### src/dma_chan_pkg.sv
// shared offsets, fields and codes for the dma channel block
package dma_chan_pkg;
  // register byte offsets
  localparam logic [7:0] MEM_PTR_OFF = 8'h04;
  localparam logic [7:0] MEM_END_OFF = 8'h08;
  localparam logic [7:0] DEV_PTR_OFF = 8'h0C;
  localparam logic [7:0] CTL_OFF = 8'h10;
  localparam logic [7:0] STAT_OFF = 8'h14;
  localparam logic [7:0] MASK_OFF = 8'h18;
  // control field positions
  localparam int CTL_ABORT = 25;
  localparam int CTL_GO = 24;
  localparam int CTL_SIZE_HI = 22;
  localparam int CTL_SIZE_LO = 20;
  localparam int CTL_HW_DIS = 19;
  localparam int CTL_LOCK = 18;
  localparam int CTL_DEV_INC = 17;
  localparam int CTL_MEM_INC = 16;
  localparam int CTL_SEL_HI = 15;
  localparam int CTL_SEL_LO = 9;
  localparam int CTL_DIR = 8;
  localparam int CTL_BUSY = 5;
  localparam int CTL_DONE = 2;
  localparam int CTL_REQ = 1;
  localparam int CTL_RUN = 0;
  // writable control bits; reserved bits stay zero except bit 23, which is writable
  localparam logic [31:0] CTL_WMASK = 32'h03FF_FF01;
  localparam logic [31:0] CTL_RESET = 32'h0000_0000;
  localparam logic [31:0] PTR_RESET = 32'h0000_0000;
  // status and mask bit positions
  localparam int ST_DONE = 2;
  localparam int ST_OVFL = 1;
  localparam int ST_BERR = 0;
  localparam logic [2:0] STAT_RESET = 3'h0;
  // axi response codes
  localparam logic [1:0] RESP_OKAY = 2'h0;
  localparam logic [1:0] RESP_SLVERR = 2'h2;
  // channel state machine
  typedef enum logic [2:0] {
    ST_IDLE = 3'b001,
    ST_ARB = 3'b010,
    ST_MOVE = 3'b100
  } chan_state_type;
endpackage

### src/dma_channel_control.sv
// dma channel control: register slave, handshake, packet sequencing
//
// Notes on behaviour
// - handshake disable set: flow control requests are all ignored
// - lock bit holds the arbiter on this channel until transfer ends or a packet ends with no start condition pending
// - device step bit adds packet size to device pointer per packet
// - memory step bit adds packet size to memory pointer per packet
// - memory stepping off: transfer ends only by terminate or abort
// - select field picks which flow bus index serves this channel
// - direction one reads memory, writes device; zero the reverse
// - busy reads one whenever the state machine is not idle
// - done reads not busy and run, zero when channel off
// - request bit shows the selected master presenting a request
// - in hardware flow mode requests served only while run set
// - go bit starts firmware-driven transfer with handshake disabled
// - abort bit ends the current transfer at once
// - pointer reaching end flags done; terminate does not flag done
//
// Decided for this implementation: register access over AXI4-Lite.
`timescale 1ns/1ps
module dma_channel_control
  import dma_chan_pkg::*;
#(
  parameter int NREQ = 128
)
(
  input wire logic aclk,
  input wire logic aresetn,
  input wire logic [7:0] s_axi_awaddr,
  input wire logic s_axi_awvalid,
  output logic s_axi_awready,
  input wire logic [31:0] s_axi_wdata,
  input wire logic [3:0] s_axi_wstrb,
  input wire logic s_axi_wvalid,
  output logic s_axi_wready,
  output logic [1:0] s_axi_bresp,
  output logic s_axi_bvalid,
  input wire logic s_axi_bready,
  input wire logic [7:0] s_axi_araddr,
  input wire logic s_axi_arvalid,
  output logic s_axi_arready,
  output logic [31:0] s_axi_rdata,
  output logic [1:0] s_axi_rresp,
  output logic s_axi_rvalid,
  input wire logic s_axi_rready,
  input wire logic [NREQ-1:0] flow_req,
  input wire logic [NREQ-1:0] flow_term,
  output logic arb_req,
  input wire logic arb_grant,
  output logic arb_lock,
  output logic pkt_valid,
  output logic [31:0] pkt_rd_addr,
  output logic [31:0] pkt_wr_addr,
  output logic [2:0] pkt_size,
  input wire logic pkt_ack,
  input wire logic pkt_err,
  output logic irq
);
  chan_state_type st_q;
  logic [31:0] ctl_q, mem_ptr_q, mem_end_q, dev_ptr_q;
  logic [2:0] stat_q, mask_q;
  logic aw_have_q, w_have_q;
  logic [7:0] aw_addr_q;
  logic [31:0] w_data_q;
  logic [3:0] w_strb_q;
  logic complete_q, term_pend_q;
  logic req_sel, term_sel;
  logic wr_go, rd_go, wr_hit_ok, rd_hit_ok;
  logic hw_en, start_hw, start_fw, ovfl_evt, done_evt, ended;
  logic [31:0] step, mem_next, dev_next, ctl_rd, rd_val;

  // merge byte lanes of a write into an old value
  function automatic logic [31:0] merge(input logic [31:0] old,
                                        input logic [31:0] nw,
                                        input logic [3:0] be);
    logic [31:0] r;
    r = old;
    for (int i = 0; i < 4; i++)
    begin
      if (be[i])
      begin
        r[8*i +: 8] = nw[8*i +: 8];
      end
    end
    return r;
  endfunction

  // known register offsets
  function automatic logic mapped(input logic [7:0] a);
    return (a == MEM_PTR_OFF) || (a == MEM_END_OFF) || (a == DEV_PTR_OFF)
      || (a == CTL_OFF) || (a == STAT_OFF) || (a == MASK_OFF);
  endfunction

  // pointer value after this packet's step
  function automatic logic [31:0] mem_next_sel(input logic m);
    return (m && ctl_q[CTL_MEM_INC]) ? mem_next : mem_ptr_q;
  endfunction
  function automatic logic [31:0] dev_next_sel(input logic m);
    return (!m && ctl_q[CTL_DEV_INC]) ? dev_next : dev_ptr_q;
  endfunction

  flow_select #(
    .NREQ(NREQ),
    .SELW(CTL_SEL_HI - CTL_SEL_LO + 1)
  ) u_sel (
    .aclk(aclk),
    .aresetn(aresetn),
    .req_bus(flow_req),
    .term_bus(flow_term),
    .sel(ctl_q[CTL_SEL_HI:CTL_SEL_LO]),
    .req_q(req_sel),
    .term_q(term_sel)
  );

  // write channel and read channel handshakes
  assign wr_go = aw_have_q && w_have_q && !s_axi_bvalid;
  assign wr_hit_ok = mapped(aw_addr_q);
  assign rd_go = s_axi_arvalid && s_axi_arready;
  assign rd_hit_ok = mapped(s_axi_araddr);

  // start and end conditions
  // handshake disable masks requests
  assign hw_en = ctl_q[CTL_RUN] && !ctl_q[CTL_HW_DIS];
  assign start_hw = hw_en && req_sel && !term_sel && !complete_q;
  assign start_fw = ctl_q[CTL_HW_DIS] && ctl_q[CTL_GO] && !complete_q;
  assign ovfl_evt = hw_en && req_sel && complete_q && (st_q == ST_IDLE);
  // size field used as byte count
  assign step = {29'h0, ctl_q[CTL_SIZE_HI:CTL_SIZE_LO]};
  assign mem_next = mem_ptr_q + step;
  assign dev_next = dev_ptr_q + step;
  // only memory stepping reaches the end
  // end compare after each packet
  // a terminate seen during the packet wins over reaching the limit
  assign done_evt = (st_q == ST_MOVE) && pkt_ack && ctl_q[CTL_MEM_INC]
    && (mem_next == mem_end_q) && !ctl_q[CTL_ABORT] && !term_pend_q
    && !(term_sel && !ctl_q[CTL_HW_DIS]);
  // terminate counts only with handshake enabled
  assign ended = done_evt || term_pend_q || (term_sel && !ctl_q[CTL_HW_DIS]);

  always_comb
  begin
    ctl_rd = ctl_q & CTL_WMASK;
    ctl_rd[CTL_BUSY] = (st_q != ST_IDLE);
    ctl_rd[CTL_DONE] = (st_q == ST_IDLE) && ctl_q[CTL_RUN];
    ctl_rd[CTL_REQ] = req_sel;
  end

  // read data selection
  always_comb
  begin
    case (s_axi_araddr)
      MEM_PTR_OFF: rd_val = mem_ptr_q;
      MEM_END_OFF: rd_val = mem_end_q;
      DEV_PTR_OFF: rd_val = dev_ptr_q;
      CTL_OFF: rd_val = ctl_rd;
      STAT_OFF: rd_val = {29'h0, stat_q};
      MASK_OFF: rd_val = {29'h0, mask_q};
      default: rd_val = 32'h0000_0000;
    endcase
  end

  // write address and data capture, either order
  always_ff @(posedge aclk)
  begin
    if (!aresetn)
    begin
      aw_have_q <= 1'b0;
      w_have_q <= 1'b0;
      aw_addr_q <= 8'h00;
      w_data_q <= 32'h0000_0000;
      w_strb_q <= 4'h0;
    end
    else
    begin
      if (s_axi_awvalid && s_axi_awready)
      begin
        aw_have_q <= 1'b1;
        aw_addr_q <= s_axi_awaddr;
      end
      else if (wr_go)
      begin
        aw_have_q <= 1'b0;
      end
      if (s_axi_wvalid && s_axi_wready)
      begin
        w_have_q <= 1'b1;
        w_data_q <= s_axi_wdata;
        w_strb_q <= s_axi_wstrb;
      end
      else if (wr_go)
      begin
        w_have_q <= 1'b0;
      end
    end
  end

  // bus handshake outputs
  always_ff @(posedge aclk)
  begin
    if (!aresetn)
    begin
      s_axi_awready <= 1'b0;
      s_axi_wready <= 1'b0;
      s_axi_bvalid <= 1'b0;
      s_axi_bresp <= RESP_OKAY;
      s_axi_arready <= 1'b0;
      s_axi_rvalid <= 1'b0;
      s_axi_rresp <= RESP_OKAY;
      s_axi_rdata <= 32'h0000_0000;
    end
    else
    begin
      s_axi_awready <= !aw_have_q && !(s_axi_awvalid && s_axi_awready);
      s_axi_wready <= !w_have_q && !(s_axi_wvalid && s_axi_wready);
      if (wr_go)
      begin
        s_axi_bvalid <= 1'b1;
        s_axi_bresp <= wr_hit_ok ? RESP_OKAY : RESP_SLVERR;
      end
      else if (s_axi_bready)
      begin
        s_axi_bvalid <= 1'b0;
      end
      s_axi_arready <= !s_axi_rvalid && !rd_go;
      if (rd_go)
      begin
        s_axi_rvalid <= 1'b1;
        s_axi_rdata <= rd_val;
        s_axi_rresp <= rd_hit_ok ? RESP_OKAY : RESP_SLVERR;
      end
      else if (s_axi_rready)
      begin
        s_axi_rvalid <= 1'b0;
      end
    end
  end

  // control register; go drops when the transfer ends, except when abort ends it
  always_ff @(posedge aclk)
  begin
    if (!aresetn)
    begin
      ctl_q <= CTL_RESET;
    end
    else
    begin
      if (wr_go && aw_addr_q == CTL_OFF)
      begin
        // writes land only on writable bits
        ctl_q <= merge(ctl_q, w_data_q, w_strb_q) & CTL_WMASK;
      end
      else if (ended && st_q != ST_IDLE)
      begin
        ctl_q[CTL_GO] <= 1'b0;
      end
    end
  end

  // pointers and limit; software writes win over stepping
  always_ff @(posedge aclk)
  begin
    if (!aresetn)
    begin
      mem_ptr_q <= PTR_RESET;
      mem_end_q <= PTR_RESET;
      dev_ptr_q <= PTR_RESET;
    end
    else
    begin
      if (wr_go && aw_addr_q == MEM_PTR_OFF)
      begin
        mem_ptr_q <= merge(mem_ptr_q, w_data_q, w_strb_q);
      end
      else if (st_q == ST_MOVE && pkt_ack && ctl_q[CTL_MEM_INC])
      begin
        mem_ptr_q <= mem_next;
      end
      if (wr_go && aw_addr_q == MEM_END_OFF)
      begin
        mem_end_q <= merge(mem_end_q, w_data_q, w_strb_q);
      end
      if (wr_go && aw_addr_q == DEV_PTR_OFF)
      begin
        dev_ptr_q <= merge(dev_ptr_q, w_data_q, w_strb_q);
      end
      else if (st_q == ST_MOVE && pkt_ack && ctl_q[CTL_DEV_INC])
      begin
        dev_ptr_q <= dev_next;
      end
    end
  end

  // completion memory; a new memory pointer or memory end rearms the channel
  always_ff @(posedge aclk)
  begin
    if (!aresetn)
    begin
      complete_q <= 1'b0;
    end
    else if (done_evt)
    begin
      complete_q <= 1'b1;
    end
    else if (wr_go && (aw_addr_q == MEM_PTR_OFF || aw_addr_q == MEM_END_OFF))
    begin
      complete_q <= 1'b0;
    end
  end

  // channel state machine and packet issue
  always_ff @(posedge aclk)
  begin
    if (!aresetn)
    begin
      st_q <= ST_IDLE;
      arb_req <= 1'b0;
      arb_lock <= 1'b0;
      pkt_valid <= 1'b0;
      pkt_rd_addr <= 32'h0000_0000;
      pkt_wr_addr <= 32'h0000_0000;
      pkt_size <= 3'h0;
      term_pend_q <= 1'b0;
    end
    else if (ctl_q[CTL_ABORT])
    begin
      st_q <= ST_IDLE;
      arb_req <= 1'b0;
      arb_lock <= 1'b0;
      pkt_valid <= 1'b0;
      term_pend_q <= 1'b0;
    end
    else
    begin
      case (st_q)
        ST_IDLE:
        begin
          term_pend_q <= 1'b0;
          if (start_hw || start_fw)
          begin
            st_q <= ST_ARB;
            arb_req <= 1'b1;
          end
        end
        ST_ARB:
        begin
          if (term_sel && !ctl_q[CTL_HW_DIS])
          begin
            st_q <= ST_IDLE;
            arb_req <= 1'b0;
            arb_lock <= 1'b0;
          end
          else if (arb_grant)
          begin
            st_q <= ST_MOVE;
            arb_lock <= ctl_q[CTL_LOCK];
            arb_req <= ctl_q[CTL_LOCK];
            pkt_valid <= 1'b1;
            pkt_size <= ctl_q[CTL_SIZE_HI:CTL_SIZE_LO];
            pkt_rd_addr <= ctl_q[CTL_DIR] ? mem_ptr_q : dev_ptr_q;
            pkt_wr_addr <= ctl_q[CTL_DIR] ? dev_ptr_q : mem_ptr_q;
          end
        end
        ST_MOVE:
        begin
          if (term_sel && !ctl_q[CTL_HW_DIS])
          begin
            term_pend_q <= 1'b1;
          end
          if (pkt_ack)
          begin
            pkt_valid <= 1'b0;
            if (done_evt || term_pend_q || (term_sel && !ctl_q[CTL_HW_DIS]))
            begin
              st_q <= ST_IDLE;
              arb_req <= 1'b0;
              arb_lock <= 1'b0;
            end
            else if (ctl_q[CTL_LOCK] && (start_fw || start_hw))
            begin
              // locked: next packet keeps the grant
              st_q <= ST_MOVE;
              pkt_valid <= 1'b1;
              pkt_rd_addr <= ctl_q[CTL_DIR] ? mem_next_sel(1'b1) : dev_next_sel(1'b0);
              pkt_wr_addr <= ctl_q[CTL_DIR] ? dev_next_sel(1'b0) : mem_next_sel(1'b1);
            end
            else if (start_fw)
            begin
              st_q <= ST_ARB;
              arb_req <= 1'b1;
              arb_lock <= 1'b0;
            end
            else
            begin
              st_q <= ST_IDLE;
              arb_req <= 1'b0;
              arb_lock <= 1'b0;
            end
          end
        end
        default:
        begin
          st_q <= ST_IDLE;
          arb_req <= 1'b0;
          arb_lock <= 1'b0;
          pkt_valid <= 1'b0;
        end
      endcase
    end
  end

  // sticky status, read of status clears, set wins
  always_ff @(posedge aclk)
  begin
    if (!aresetn)
    begin
      stat_q <= STAT_RESET;
      mask_q <= STAT_RESET;
    end
    else
    begin
      if (rd_go && s_axi_araddr == STAT_OFF)
      begin
        stat_q <= 3'h0;
      end
      if (done_evt)
      begin
        stat_q[ST_DONE] <= 1'b1;
      end
      if (ovfl_evt)
      begin
        stat_q[ST_OVFL] <= 1'b1;
      end
      if (st_q == ST_MOVE && pkt_ack && pkt_err)
      begin
        stat_q[ST_BERR] <= 1'b1;
      end
      if (wr_go && aw_addr_q == MASK_OFF && w_strb_q[0])
      begin
        mask_q <= w_data_q[2:0];
      end
    end
  end

  // interrupt level
  always_ff @(posedge aclk)
  begin
    if (!aresetn)
    begin
      irq <= 1'b0;
    end
    else
    begin
      irq <= |(stat_q & mask_q);
    end
  end
endmodule

### src/flow_select.sv
// picks one master's request and terminate lines off the flow bus
`timescale 1ns/1ps
module flow_select
  import dma_chan_pkg::*;
#(
  parameter int NREQ = 128,
  parameter int SELW = 7
)
(
  input wire logic aclk,
  input wire logic aresetn,
  input wire logic [NREQ-1:0] req_bus,
  input wire logic [NREQ-1:0] term_bus,
  input wire logic [SELW-1:0] sel,
  output logic req_q,
  output logic term_q
);
  // index out of range reads as no request
  function automatic logic pick(input logic [NREQ-1:0] bus,
                                input logic [SELW-1:0] idx);
    logic r;
    r = 1'b0;
    if (int'(idx) < NREQ)
    begin
      r = bus[idx];
    end
    return r;
  endfunction

  // registered selection of the handshake master
  always_ff @(posedge aclk)
  begin
    if (!aresetn)
    begin
      req_q <= 1'b0;
      term_q <= 1'b0;
    end
    else
    begin
      req_q <= pick(req_bus, sel);
      term_q <= pick(term_bus, sel);
    end
  end
endmodule

### config.mk
export PLATFORM = sky130hd
export DESIGN_NAME = dma_channel_control
export DESIGN_NICKNAME = d
export VERILOG_FILES = /design/src/dma_chan_pkg.sv /design/src/dma_channel_control.sv /design/src/flow_select.sv
export SDC_FILE = /design/constraint.sdc
export NUM_CORES = 1
export LEC_CHECK = 0
export BUFFER_PORTS_ARGS = -buffer_cell sky130_fd_sc_hd__buf_4
export CAP_MARGIN = 15
export CORE_ASPECT_RATIO = 1.25
export CORE_MARGIN = 2
export CORE_UTILIZATION = 30
export DETAILED_ROUTE_END_ITERATION = 10
export HOLD_SLACK_MARGIN = 0.03
export SYNTH_ARGS = -nofsm -noshare
export SYNTH_HDL_FRONTEND = slang
export SYNTH_SLANG_ARGS = --single-unit
### constraint.sdc
create_clock -name aclk -period 5.34 [get_ports aclk]
set_input_delay 0.267 -clock aclk [delete_from_list [all_inputs] [get_ports aclk]]
set_output_delay 0.267 -clock aclk [all_outputs]
set_load 0.05 [all_outputs]
==> flow_metrics.env, run 1 <==
export IMPL_crit_family="simple AND/OR/NAND/NOR gates"
export IMPL_fin_setup_tns_ps=0
export IMPL_setup_ws_ps=711
export IMPL_htree_num_levels=2
export IMPL_min_path_type="in -> reg"
export IMPL_syn2layout_area_growth_pct=30.2
export IMPL_min_period_ps=4630
export IMPL_synthArstFlopShare=0
export IMPL_synth_cell_types=75
export IMPL_grt_start_max_net_pins=105
export IMPL_period_share=0.867
export IMPL_crit_path_start="ctl_q[20]$_SDFFE_PN0P_"
export IMPL_num_vias=18568
export IMPL_grt_util_all_layers=0.253
export IMPL_first_pass_iters=5
export IMPL_fp_row_count=100
export IMPL_cts_inserted_buffers=35
export IMPL_max_freq_mhz=216
export IMPL_yosys_warnings=0
export IMPL_wire_per_inst_um=24.1
export IMPL_coreArea_mm2=0.0594
export IMPL_crit_required_ps=5810
export IMPL_synthFlopType="dfxtp_1"
export IMPL_fin_skew_ps=16.9
export IMPL_hpwl_um=63200
export IMPL_hold_start="arb_grant"
export IMPL_crit_buf_inv=3
export IMPL_syn_area_mm2=0.0180
export IMPL_setup_violations=0
export IMPL_clock_path_buffers=3
export IMPL_clkTransAtPathRegs_ps=60
export IMPL_cp_data_arrival_time_ps=5100
export IMPL_gp_congestion=0.944
export IMPL_ioPinCount=430
export IMPL_io_buffers=427
export IMPL_grt_setup_unrepaired="no"
export IMPL_place_area_mm2=0.0218
export IMPL_holdWs_ps=143
export IMPL_fillers=5987
export IMPL_finalHoldViolations=0
export IMPL_p_per_area_mw_per_mm2=221
export IMPL_drt_total_wl_um=81100
export IMPL_viasPerCell=5.53
export IMPL_status="complete, no violations"
export IMPL_crit_path_max_incr_delay_ps=750
export IMPL_start_util=0.303
export IMPL_antennaDiodeCount=0
export IMPL_grt_pass1_wl_um=119000
export IMPL_postCtsSetupBuffers=0
export IMPL_grt_pass1_vias=17959
export IMPL_antenna_found_initial=2
export IMPL_critical_path_class="reg -> reg"
export IMPL_worstSetupStartpointType="flop"
export IMPL_crit_path_end_kind="flop"
export IMPL_ys_seq_area_frac=0.315
export IMPL_ant_nets=0
export IMPL_slew_viol_final=0
export IMPL_clkLatencyLatePin_ps=560
export IMPL_postSynthCellCount=2206
export IMPL_regArea_mm2=0.00569
export IMPL_finalInstanceArea_mm2=0.0235
export IMPL_post_route_util=0.395
export IMPL_cts_tree="done"
export IMPL_synth_seq_cells=284
export IMPL_synth_edff_count=0
export IMPL_fp_dieArea_mm2=0.0621
export IMPL_die_w_um=223
export IMPL_cp_cell_sequence="ha_1 -> inv_1 -> fa_1 -> nor2b_1 -> buf_4 -> o2111ai_1 -> nor4_1 -> xnor2_1 -> o2111ai_1 -> nor4_1 -> a21boi_1 -> nor2_4 -> buf_12 -> mux2i_1"
export IMPL_worst_path_max_delay_cell="nor4_1"
export IMPL_clock_tree_root_cell="clkbuf_16"
export IMPL_avgSynthCellArea_um2=8.17
export IMPL_ir_drop_mv=0.163
export IMPL_fp_dieH_um=278
export IMPL_multi_input_area_mm2=0.0115
export IMPL_first_iter_violations=1817
export IMPL_overflow=0
export IMPL_cts_sinks=284
export IMPL_leakage_nw=8.87
export IMPL_cts_resized=0
export IMPL_fin_nets=2897
export IMPL_dp_slack_ps=757
export IMPL_cap_violations=0
export IMPL_tightest_slew_ps=1260
export IMPL_drive_above_1_share=0.252
export IMPL_timing_rr_start="ctl_q[20]$_SDFFE_PN0P_"
export IMPL_slew_headroom=0.155
export IMPL_cp_max_fo=28
export IMPL_drc=0
## kinds of logic after synthesis
| family | synth area share |
|---|---|
| AO/OA/AOI/OAI | 0.184 |
| XOR/XNOR | 0.0500 |
| adder cells (fa/ha/maj) | 0.00639 |
| buffers and inverters | 0.0491 |
| flip-flops | 0.315 |
| multiplexers | 0.164 |
| other | 0.000208 |
| AND/OR/NAND/NOR | 0.232 |
## placed cells by master (no fill, tap or decap), types with 6 or more instances in the layout
master and instances:
a311oi_1 15, a211oi_1 14, mux2_2 20, xnor2_1 59
a22oi_1 28, a31oi_1 8, and2_1 44, o21ai_0 136
nand3_1 96, and4_1 8, dfxtp_1 281, nor2_1 119
nand2b_1 13, a21boi_0 72, nor2b_1 18, clkbuf_16 36
mux2i_1 83, mux4_2 84, o211ai_1 36, o22ai_1 7
nor4_1 31, ha_1 6, buf_4 466, inv_1 23
dlygate4sd3_1 47, a221oi_1 21, and3_1 18, nor3_1 46
a22o_1 19, nand4_1 27, a21oi_1 113, nand2_1 436
nor3b_1 9, xor2_1 44
## worst reg2reg max path, delay by kind of cell, from the launching register on
kind / cells / cell delay [ps]
flip-flops: 1 / 420
adder cells (fa/ha/maj): 2 / 660
AND/OR/NAND/NOR: 4 / 1930
AO/OA/AOI/OAI: 3 / 570
multiplexers: 1 / 230
XOR/XNOR: 1 / 230
buffers and inverters: 3 / 540
## area by class of cell
class | instances | share of cell area
multi-input combinational | 1710 | 0.490
sequential | 284 | 0.243
timing repair buffer | 516 | 0.171
clock buffer | 45 | 0.0420
tap | 765 | 0.0408
clock inverter | 15 | 0.00960
inverter | 24 | 0.00384
## power by group
part           switching, mW  internal (mW)
Sequential            0.0426           2.14
Clock                  0.996           1.55
Combinational          0.205          0.259
## registers in the layout (all words and copies together), names as in the netlist, 3 cells and up
signal	cells
stat_q	3
s_axi_rdata	32
mask_q	3
pkt_rd_addr	32
mem_ptr_q	32
pkt_size	3
pkt_wr_addr	32
w_strb_q	4
w_data_q	32
mem_end_q	32
aw_addr_q	8
dev_ptr_q	32
st_q	3
ctl_q	19
## routing by layer
metal	GRT usage	vias to the layer above	part of all wire
met5	0	-	0
met2	0.408	819	0.46
li1	-	8676	-
met4	0.0665	0	0.022
met1	0.355	8975	0.45
met3	0.0349	98	0.072
## per-stage QoR
step / power [mW] / instances
after floorplan: 2.39 / 2207
after global placement: 2.66 / 3252
after detailed placement: 2.66 / 3252
after CTS: 5.23 / 3359
after global routing: 5.34 / 3359
final: 5.19 / 3359
## cell usage after synthesis, types with 7 or more instances
master	n	area (µm²)
a211oi_1	14	105
a21boi_0	72	541
a21oi_1	113	566
a221oi_1	21	184
a22o_1	19	166
a22oi_1	28	210
a311oi_1	15	131
a31oi_1	8	50.1
and2_1	44	275
and3_1	20	125
and4_1	8	70.1
buf_1	20	75.1
buf_2	23	115
clkbuf_1	137	514
dfxtp_1	284	5690
inv_1	23	86.3
mux2_2	20	225
mux2i_1	83	831
mux4_2	84	1890
nand2_1	436	1640
nand2b_1	13	81.3
nand3_1	96	480
nand4_1	27	169
nor2_1	120	450
nor2b_1	19	119
nor3_1	47	235
nor3b_1	9	67.6
nor4_1	31	194
o211ai_1	36	270
o21ai_0	136	681
o22ai_1	7	43.8
xnor2_1	59	517
xor2_1	44	385
## worst paths after layout
check | slack (ps) | depth (start not counted) | endpoint
max reg2reg | 710 | 14 | pkt_wr_addr[10]$_SDFFE_PN0P_
min reg2reg | 450 | 1 | s_axi_arready$_SDFF_PN0_
min | 140 | 4 | st_q[1]$_SDFFE_PP0P_
max | 710 | 14 | pkt_wr_addr[10]$_SDFFE_PN0P_
## timing repair
item	CTS	global route
endpoints found under the setup margin	0	0
endpoints found under the hold margin	47	0
hold buffers	47	0
Note: power is estimated with default switching activity, not from simulation.
==> run 2: changes to the inputs <==
Settings changed: CORE_UTILIZATION 30 to 50, PLACE_DENSITY set to 0.75.
==> run 2 against run 1 <==
  * Clock power fell by 17%
  * Flip-flop and latch count stayed put
  * Largest power group is now registers
  * Total power down 8.5%
  * Highest routed layer unchanged
  * Register-to-register slack better by 280 ps
  * Combinational power rose by 1%
  * Die area is 39% lower
  * First-iteration DRC count up 12%
==> flow_metrics.env, run 2 (synthesis results as in run 1) <==
export IMPL_regArea_mm2=0.00569
export IMPL_p_comb_frac=0.099
export IMPL_tightest_slew_ps=1270
export IMPL_fp_row_count=77
export IMPL_power_share_clock=0.441
export IMPL_ir_drop_mv=0.224
export IMPL_first_iter_violations=2042
export IMPL_ant_nets=0
export IMPL_die_w_um=174
export IMPL_syn2layout_area_growth_pct=26.4
export IMPL_fin_skew_ps=11.0
export IMPL_power_switching_mw=1.15
export IMPL_slew_viol_final=0
export IMPL_crit_required_ps=5830
export IMPL_finalHoldViolations=0
export IMPL_postCtsSetupBuffers=0
export IMPL_finalNonFillerCells=3054
export IMPL_leakage_nw=8.70
export IMPL_met2_usage=0.633
export IMPL_busiest_layer="met2"
export IMPL_setup_violations=0
export IMPL_p_per_area_mw_per_mm2=209
export IMPL_coreArea_mm2=0.0355
export IMPL_post_route_util=0.643
export IMPL_holdWs_ps=56.0
export IMPL_grt_util_all_layers=0.391
export IMPL_grt_setup_unrepaired="no"
export IMPL_fillers=3016
export IMPL_min_path_type="in -> reg"
export IMPL_layout_common_cells="buf_4, nand2_1, dfxtp_1"
export IMPL_cp_max_fo=38
export IMPL_fp_dieArea_mm2=0.0376
export IMPL_cts_tree="done"
export IMPL_max_freq_mhz=230
export IMPL_io_buffers=427
export IMPL_p_int_mw=3.61
export IMPL_use_met1=0.520
export IMPL_wire_per_inst_um=24.7
export IMPL_crit_path_end_kind="flop"
export IMPL_swShare=0.241
export IMPL_multi_input_area_mm2=0.0115
export IMPL_clkTransAtPathRegs_ps=70
export IMPL_slew_headroom=0.153
export IMPL_met3_usage=0.0532
export IMPL_cts_sinks=284
export IMPL_drive_above_1_share=0.246
export IMPL_dp_slack_ps=1160
export IMPL_fp_dieH_um=216
export IMPL_viasPerCell=6.29
export IMPL_status="complete, no violations"
export IMPL_cts_inserted_buffers=29
export IMPL_period_share=0.815
export IMPL_fin_nets=2883
export IMPL_grt_start_max_net_pins=125
export IMPL_placedCellCount=2955
export IMPL_htree_num_levels=1
export IMPL_cp_data_arrival_time_ps=4840
export IMPL_antenna_found_initial=4
export IMPL_clock_path_buffers=3
export IMPL_num_vias=19202
export IMPL_overflow=0
export IMPL_cap_violations=0
export IMPL_grt_pass1_wl_um=113000
export IMPL_min_period_ps=4350
export IMPL_drc=0
export IMPL_clock_tree_root_cell="clkbuf_16"
export IMPL_gp_congestion=1.01
export IMPL_setup_ws_ps=989
export IMPL_start_util=0.508
export IMPL_drt_total_wl_um=75300
export IMPL_power_frac_seq=0.460
export IMPL_clkLatencyLatePin_ps=570
export IMPL_final_common_cell="buf_4"
export IMPL_ioPinCount=430
export IMPL_critical_path_class="reg -> reg"
export IMPL_worstSetupStartpointType="flop"
export IMPL_grt_pass1_vias=18609
export IMPL_first_pass_iters=5
export IMPL_fin_setup_tns_ps=0
export IMPL_hpwl_um=58300
export IMPL_cts_resized=0
run 2: cell types whose count changed in the layout (fill, tap and decap cells not counted), sizes merged:
cell	previous run	this run
diode	0	3
clkinv	7	3
dlygate4sd3	47	45
bufinv	5	3
inv	26	24
clkinvlp	1	3
clkbuf	45	42
buf	469	463
run 2: critical path: stages (launching register included):
cell and delay [ps]:
dfxtp_1 480, inv_1 150, fa_1 490, nor2b_1 130, buf_4 180, o2111ai_4 190
nor3_1 570, mux2i_1 310, o2111ai_1 130, nor4_1 460, a21boi_1 230, nor2_4 370
buf_12 310, mux2i_1 240
run 2: final cells by class:
class | count | area share
Antenna cell | 3 | 0.000329
Clock buffer | 42 | 0.0362
Clock inverter | 9 | 0.00560
Inverter | 24 | 0.00395
Multi-Input combinational cell | 1710 | 0.505
Sequential cell | 284 | 0.250
Tap cell | 474 | 0.0260
Timing Repair Buffer | 508 | 0.174
run 2: final timing paths:
check,from,end,slack (ps),cells after the start
worst max-delay path,ctl_q[21]$_SDFFE_PN0P_,pkt_rd_addr[6]$_SDFFE_PN0P_,990,13
worst min-delay path,s_axi_wdata[22],w_data_q[22]$_SDFFE_PN0P_,60,3
worst max register to register,ctl_q[21]$_SDFFE_PN0P_,pkt_rd_addr[6]$_SDFFE_PN0P_,990,13
worst min register to register,s_axi_rvalid$_SDFFE_PN0P_,s_axi_arready$_SDFF_PN0_,450,1
run 2: per-layer routing:
metal | share of wire | wire [µm]
met5 | 0 | 0
met1 | 0.40 | 30100
met2 | 0.46 | 34500
met3 | 0.094 | 7050
met4 | 0.049 | 3710
run 2: per-stage QoR:
stage / cell area (µm²) / power [mW]
floorplan: 18000 / 2.39
global placement: 21400 / 2.66
detailed placement: 21400 / 2.67
CTS: 22800 / 4.74
global route: 22800 / 4.86
finish: 22800 / 4.75
run 2: power groups by stage:
| stage | clock network [mW] | registers, mW | logic (mW) |
|---|---|---|---|
| 5_1_grt | 2.18 | 2.19 | 0.495 |
| 2_1_floorplan | 0 | 2.22 | 0.170 |
| 6_report | 2.10 | 2.19 | 0.470 |
| 4_1_cts | 2.09 | 2.18 | 0.465 |
| 3_5_place_dp | 0 | 2.23 | 0.436 |
| 3_3_place_gp | 0 | 2.23 | 0.427 |
run 2: timing repair:
action / 4_1_cts / 5_1_grt
hold buffers: 45 / 0
setup endpoints to repair: 0 / 0
endpoints found under the hold margin: 45 / 0
